<file path="src/pnp_pkg.sv">
/*
  pnp_pkg: constants and carrier types for the nonvolatile settings
  program and verify logic.
  assumes: an 8-bit register access port fed by the serial target logic.
*/
`default_nettype none
package pnp_pkg;
  // ---------------------------------
  // register map
  // ---------------------------------
  localparam logic [7:0] PNP_ADDR_PIN_CONTROL = 8'h29;
  localparam logic [7:0] PNP_ADDR_NVM_CMD = 8'h34;
  localparam logic [7:0] PNP_PIN_CONTROL_RESET = 8'h00;
  // ---------------------------------
  // command codes and fields
  // ---------------------------------
  localparam logic [7:0] PNP_OFF_REQUEST = 8'h01;
  localparam logic [7:0] PNP_COMM_ENABLE_COMMAND = 8'h69;
  localparam logic [7:0] PNP_PROGRAM_COMMAND = 8'h0a;
  localparam logic [7:0] PNP_VERIFY_COMMAND = 8'h07;
  localparam int PNP_VERIFY_RESULT_BIT = 7;
  localparam int PNP_BUSY_BIT = 0;
  localparam int PNP_COMM_BIT = 1;
  // ---------------------------------
  // sizes
  // ---------------------------------
  localparam int PNP_NVM_WORDS = 16;
  localparam int PNP_IDX_W = 4;
  localparam logic [PNP_IDX_W-1:0] PNP_IDX_LAST = 4'hf;

  typedef struct packed {
    logic wr;
    logic [7:0] addr;
    logic [7:0] wdata;
  } pnp_req_t;

  typedef enum logic [2:0] {
    PNP_IDLE = 3'b001,
    PNP_PROG = 3'b010,
    PNP_VERIFY = 3'b100
  } pnp_state_t;
endpackage
`default_nettype wire

</file>
<file path="src/pnp_nvm_seq.sv">
/*
  pnp_nvm_seq: off request, communication enable, program and verify
  of the nonvolatile default settings.
  assumes: host register writes arrive as one-cycle requests on clk_sys;
  current settings are presented as a packed byte vector; wake pin is
  asynchronous.
*/
// Behaviour
// - writing 0x01 to multifunction_pin_control at 0x29 is an off request that enters Initialize with rails off.
// - in Initialize, writing 0x69 to nvm_command enables communication so later accesses are taken.
// - writing 0x0a to nvm_command at 0x34 stores the current settings into the memory as defaults.
// - writing 0x07 to nvm_command reads the memory back and compares it with the current settings.
// - the pass or fail outcome of the compare is readable in bit 7 of nvm_command.
`timescale 1ns/1ns
`default_nettype none
module pnp_nvm_seq
  import pnp_pkg::*;
(
  input wire logic clk_sys,
  input wire logic rst,
  input wire pnp_req_t req,
  input wire logic [7:0] rd_addr,
  output logic [7:0] rd_data,
  input wire logic [PNP_NVM_WORDS*8-1:0] settings,
  input wire logic wake_pin,
  output logic rails_on,
  output logic in_initialize,
  output logic comm_enabled,
  output logic busy,
  input wire logic [PNP_IDX_W-1:0] nvm_rd_idx,
  output logic [7:0] nvm_rd_data
);
  // ---------------------------------
  // storage and state
  // ---------------------------------
  logic [7:0] nvm [PNP_NVM_WORDS];
  pnp_state_t state;
  pnp_state_t next_state;
  logic [PNP_IDX_W-1:0] idx;
  logic [7:0] pin_control;
  logic verify_pass;
  logic mismatch;
  logic [2:0] wake_sync;

  // ---------------------------------
  // decode
  // ---------------------------------
  wire accept = ~in_initialize | comm_enabled;
  wire hit_pin = req.wr & (req.addr == PNP_ADDR_PIN_CONTROL) & accept;
  wire hit_cmd = req.wr & (req.addr == PNP_ADDR_NVM_CMD);
  wire cmd_ok = hit_cmd & accept & (state == PNP_IDLE);
  wire off_req = hit_pin & (req.wdata == PNP_OFF_REQUEST);
  wire comm_cmd = hit_cmd & in_initialize & (req.wdata == PNP_COMM_ENABLE_COMMAND);
  wire prog_cmd = cmd_ok & (req.wdata == PNP_PROGRAM_COMMAND);
  wire verify_cmd = cmd_ok & (req.wdata == PNP_VERIFY_COMMAND);
  wire wake = wake_sync[1] & wake_sync[2] & in_initialize;
  wire [7:0] cur_word = settings[idx*8 +: 8];
  wire word_diff = (nvm[idx] != cur_word);
  wire last = (idx == PNP_IDX_LAST);
  wire [7:0] cmd_view = {verify_pass, 5'h00, comm_enabled, busy};
  wire [7:0] rd_view = (rd_addr == PNP_ADDR_PIN_CONTROL) ? pin_control :
    (rd_addr == PNP_ADDR_NVM_CMD) ? cmd_view : 8'h00;
  assign busy = (state != PNP_IDLE);
  assign rails_on = ~in_initialize;

  // ---------------------------------
  // sequencer
  // ---------------------------------
  always_comb
  begin
    case (state)
      PNP_IDLE:
        if (prog_cmd)
          next_state = PNP_PROG;
        else if (verify_cmd)
          next_state = PNP_VERIFY;
        else
          next_state = PNP_IDLE;
      PNP_PROG: next_state = last ? PNP_IDLE : PNP_PROG;
      PNP_VERIFY: next_state = last ? PNP_IDLE : PNP_VERIFY;
      default: next_state = PNP_IDLE;
    endcase
  end

  always_ff @(posedge clk_sys)
  begin
    if (rst)
    begin
      state <= PNP_IDLE;
      idx <= '0;
      mismatch <= 1'b0;
      verify_pass <= 1'b0;
    end
    else
    begin
      state <= next_state;
      idx <= (state == PNP_IDLE) ? '0 : idx + 1'b1;
      if (verify_cmd)
        mismatch <= 1'b0;
      else if (state == PNP_VERIFY)
        mismatch <= mismatch | word_diff;
      if (state == PNP_VERIFY && last)
        verify_pass <= ~(mismatch | word_diff);
    end
  end

  // memory write, one word per cycle
  always_ff @(posedge clk_sys)
  begin
    if (state == PNP_PROG)
      nvm[idx] <= cur_word;
  end

  // ---------------------------------
  // power state and registers
  // ---------------------------------
  // wake pin through three flops
  always_ff @(posedge clk_sys)
  begin
    if (rst)
      wake_sync <= 3'b000;
    else
      wake_sync <= {wake_sync[1:0], wake_pin};
  end

  // pin control byte, stored as written
  always_ff @(posedge clk_sys)
  begin
    if (rst)
      pin_control <= PNP_PIN_CONTROL_RESET;
    else if (hit_pin)
      pin_control <= req.wdata;
  end

  // initialize entry and exit
  always_ff @(posedge clk_sys)
  begin
    if (rst)
      in_initialize <= 1'b0;
    else if (off_req)
      in_initialize <= 1'b1;
    else if (wake)
      in_initialize <= 1'b0;
  end

  // communication enable inside initialize
  always_ff @(posedge clk_sys)
  begin
    if (rst)
      comm_enabled <= 1'b0;
    else if (off_req)
      comm_enabled <= 1'b0;
    else if (comm_cmd)
      comm_enabled <= 1'b1;
    else if (wake)
      comm_enabled <= 1'b0;
  end

  // register read port, one cycle latency
  always_ff @(posedge clk_sys)
  begin
    if (rst)
      rd_data <= 8'h00;
    else
      rd_data <= rd_view;
  end

  // memory read port, one cycle latency
  always_ff @(posedge clk_sys)
  begin
    if (rst)
      nvm_rd_data <= 8'h00;
    else
      nvm_rd_data <= nvm[nvm_rd_idx];
  end
endmodule // pnp_nvm_seq
`default_nettype wire

</file>
<file path="config.mk">
export PLATFORM = sky130hd
export DESIGN_NAME = pnp_nvm_seq
export DESIGN_NICKNAME = d
export VERILOG_FILES = /design/src/pnp_pkg.sv /design/src/pnp_nvm_seq.sv
export SDC_FILE = /design/constraint.sdc
export NUM_CORES = 1
export LEC_CHECK = 0
export BUFFER_PORTS_ARGS = -buffer_cell sky130_fd_sc_hd__buf_2
export CAP_MARGIN = 20
export CORE_ASPECT_RATIO = 1.1
export CORE_MARGIN = 4
export CORE_UTILIZATION = 35
export DETAILED_ROUTE_END_ITERATION = 12
export GPL_ROUTABILITY_DRIVEN = 0
export PLACE_DENSITY = 0.64
export SLEW_MARGIN = 25
export SYNTH_ARGS = -nofsm -noshare
export SYNTH_HDL_FRONTEND = slang
export SYNTH_SLANG_ARGS = --single-unit
</file>
<file path="constraint.sdc">
create_clock -name clk_sys -period 4.65 [get_ports clk_sys]
set_clock_uncertainty 0.15 [all_clocks]
set_input_delay 0.2325 -clock clk_sys [delete_from_list [all_inputs] [get_ports clk_sys]]
set_output_delay 0.2325 -clock clk_sys [all_outputs]
set_load 0.02 [all_outputs]
</file>
==> impl_metrics.toml <==
[cells_and_area]
antenna_cells = 0
area_growth_pct = 22.67
multi_input_area_sq_mm = 0.003562
final_cell_mix = "178 x buf_2, 128 x edfxtp_1, 104 x mux4_2"
fillers = 2017
design_area_sq_mm = 0.01023
seqCellArea_sq_mm = 0.004609
nets = 847
final_common_cell = "buf_2"
drive_above_1_share = 0.4943

[floorplan]
die_h_um = 169.9
start_util = 0.3602
dieWidth_um = 155.2
core_sq_mm = 0.02315
rows = 58
io_pins = 180
die-area_sq_mm = 0.02636

[timing]
setup_viol = 0
finalSetupTns_ns = 0
clock.fmax_mhz = 290.1
final_max_slew_viol_count = 0
slew_headroom = 0.3002
layout_worst_path_cycle_share = 0.7413
hold_viol = 0
rsz0062_at_grt = "no"
tightest_slew_ns = 1.046
period_needed_ns = 3.447

[detailed_routing]
drc = 0
drt-total-wl_um = 24250
dr.pass1.iters = 5
wire_per_inst_um = 24.35
vias = 5665
initialDrtViolationCount = 493
routed_via_density = 5.688
postRouteAntennaNets = 0

[critical_path]
crit_family = "simple AND/OR/NAND/NOR gates"
path_buf_inv = 1
max_stage_delay_ns = 0.59
cp_max_fo = 36
rrSetupSlack_ns = 1.20
cp_common_cell = "nand2_1"
crit_path_cell_trace = "buf_16 -> mux4_2 -> a22oi_1 -> nand2_1 -> xor2_1 -> nor4_2 -> nand2_1 -> o41ai_2"
cp-end-kind = "flop"
startpoint_type = "flop"
r2r-start = "idx[0]$_SDFF_PP0_"
worstRegToRegCells = 8
critPathSlowestCell = "dfxtp_4"
required_ns = 4.81
timing.rr.end = "verify_pass$_SDFFE_PP0P_"
critPathKind = "reg2reg"
critPathArrivalTime_ns = 3.61

[job]
maxCapViolations = 0

[clock_tree]
cts-root-buf = "clkbuf_16"
cts_made_buffers = 17
cts_setup_buffers = 0
clock_sinks = 166
path_clk_slew_ns = 0.07
clock_path_buffers = 2
clock_latency_ns = 0.42
cts.repair.resized = 0
tritoncts = "yes"
cts_max_level = 4

[yosys]
synthSimpleGateAreaFrac = 0.07262
synth_top_family_by_area = "multiplexers"
syn_inst = 501
synth_area_per_cell_sq_um = 16.65
yosysWarnings = 0
ys_types = 40
synth_xor_xnor_area_share = 0.01050
syn_area_sq_mm = 0.008339
ys_seq_elements = 166
synth_adder_area_share = 0.006002
synthMuxAreaShare = 0.2905
yosysSeqAreaShare = 0.5521
synth_fp_nets = 665
synth_compound_area_frac = 0.04246

[outcome]
outcome = "completed"

[power_and_ir_drop]
p_leak_nw = 3.533
p_sw_mw = 0.7055
p_int_mw = 2.468
power_frac_comb = 0.070
pwr_density_cell_mw_per_mm2 = 310.3
swShare = 0.2223
p_seq_frac = 0.505
peakVddDrop_v = 0.0003282
p_clk_frac = 0.425

[min_path]
hold_path_depth = 2
min_from = "rst"
hp-class = "in2reg"
hold_path_end = "pin_control[2]$_SDFFE_PP0P_"

[global_routing]
grt_use_total = 0.1833
globalRoute.totalOverflow = 0
antenna_found_initial = 0
grt_max_degree = 56
grt_pass1_vias = 6008
grt_pass1_wl_um = 35900

[place]
place.port_buffers = 179
dpl_cell_area_sq_mm = 0.009538
hpwlAfterDp_um = 16820
## per-layer routing
metal	vias up	routed length, um	share of wire	track usage
met5	-	0	0	0
met4	0	755	0.031	0.07080
met3	47	2027	0.084	0.03383
met2	326	13180	0.54	0.3467
met1	2851	8290	0.34	0.2034
li1	2441	-	-	-
## synth_stat cells
cell        n  area (sq um)
nor4_1      2         12.51
buf_6       2         22.52
and3_1      2         12.51
a32o_1      1         10.01
a311oi_1    1         8.760
a22oi_1    34         255.2
nand2_1    31         116.4
buf_8       1         15.01
nor2b_1     5         31.28
nor3_1      5         25.02
a31o_1      1         8.760
nor3b_1     3         22.52
and2_1     14         87.58
edfxtp_1  128          3844
clkbuf_1   17         63.81
nand2b_1    4         25.02
or4bb_1     2         22.52
xor2_1      9         78.83
a211oi_1    1         7.510
buf_4       3         22.52
dfxtp_1    38         760.7
nor2_1     36         135.1
nand3b_1    2         15.01
nand3_1     7         35.03
xnor2_1     1         8.760
a211o_1     1         8.760
or4b_2      1         10.01
a32oi_1     1         8.760
buf_2       3         15.01
ha_1        4         50.05
mux4_2    104          2342
a21oi_1     6         30.03
nor4b_1     2         17.52
o41ai_2     1         16.27
buf_1       9         33.78
inv_1       6         22.52
mux2i_1     8         80.08
buf_12      1         20.02
nor4_2      2         25.02
nand4_1     2         12.51
## power groups by stage
stage | sequential, mW | combinational (mW) | clock, mW
6_report | 1.60 | 0.223 | 1.35
5_1_grt | 1.60 | 0.239 | 1.45
4_1_cts | 1.60 | 0.225 | 1.38
3_5_place_dp | 1.63 | 0.217 | 0
3_3_place_gp | 1.63 | 0.212 | 0
2_1_floorplan | 1.64 | 0.100 | 0
## registers in the layout (all words and copies together), names as in the netlist
| name | cells |
|---|---|
| in_initialize | 1 |
| state | 3 |
| mismatch | 1 |
| verify_pass | 1 |
| comm_enabled | 1 |
| nvm_rd_data | 8 |
| nvm | 128 |
| rd_data | 8 |
| wake_sync | 3 |
| idx | 4 |
| pin_control | 8 |
## through the flow
stage | setup slack (ns) | total power, mW | hold slack [ns] | std cells | utilization
4_1_cts | 0.9201 | 3.202 | 0.04261 | 995 | 0.4405
2_1_floorplan | 1.856 | 1.742 | 0.2107 | 501 | -
5_1_grt | 0.9180 | 3.285 | 0.06552 | 996 | 0.4419
3_3_place_gp | 1.085 | 1.846 | 0.2768 | 954 | 0.4111
3_5_place_dp | 0.9569 | 1.851 | 0.2886 | 954 | 0.4120
6_report | 1.203 | 3.174 | 0.06512 | 996 | 0.4419
## final cells by class
type	instances	area share
Clock buffer	17	0.04159
Clock inverter	15	0.01407
Inverter	6	0.002202
Multi-Input combinational cell	293	0.3482
Sequential cell	166	0.4506
Tap cell	300	0.03669
Timing Repair Buffer	199	0.1067
## logic make-up after synthesis
logic type               after synthesis
flip-flops                           166
AND/OR/NAND/NOR                      120
multiplexers                         112
AO/OA/AOI/OAI                         47
buffers and inverters                 42
XOR/XNOR                              10
adder cells (fa/ha/maj)                4
## repair_timing
item / in CTS / in global routing
setup endpoints to repair: 0 / 0
endpoints found under the hold margin: 9 / 0
hold buffers: 9 / 0
## worst max path at each step
stage | endpoint | start | slack (ns) | cells past startpoint
final | verify_pass$_SDFFE_PP0P_ | idx[0]$_SDFF_PP0_ | 1.20 | 8
after global routing | verify_pass$_SDFFE_PP0P_ | idx[0]$_SDFF_PP0_ | 0.92 | 8
after detailed placement | verify_pass$_SDFFE_PP0P_ | idx[0]$_SDFF_PP0_ | 0.96 | 7
after floorplan | verify_pass$_SDFFE_PP0P_ | idx[1]$_SDFF_PP0_ | 1.86 | 9
after global placement | verify_pass$_SDFFE_PP0P_ | idx[0]$_SDFF_PP0_ | 1.09 | 7
after CTS | verify_pass$_SDFFE_PP0P_ | idx[0]$_SDFF_PP0_ | 0.92 | 7
Note: power is estimated with default switching activity, not from simulation.
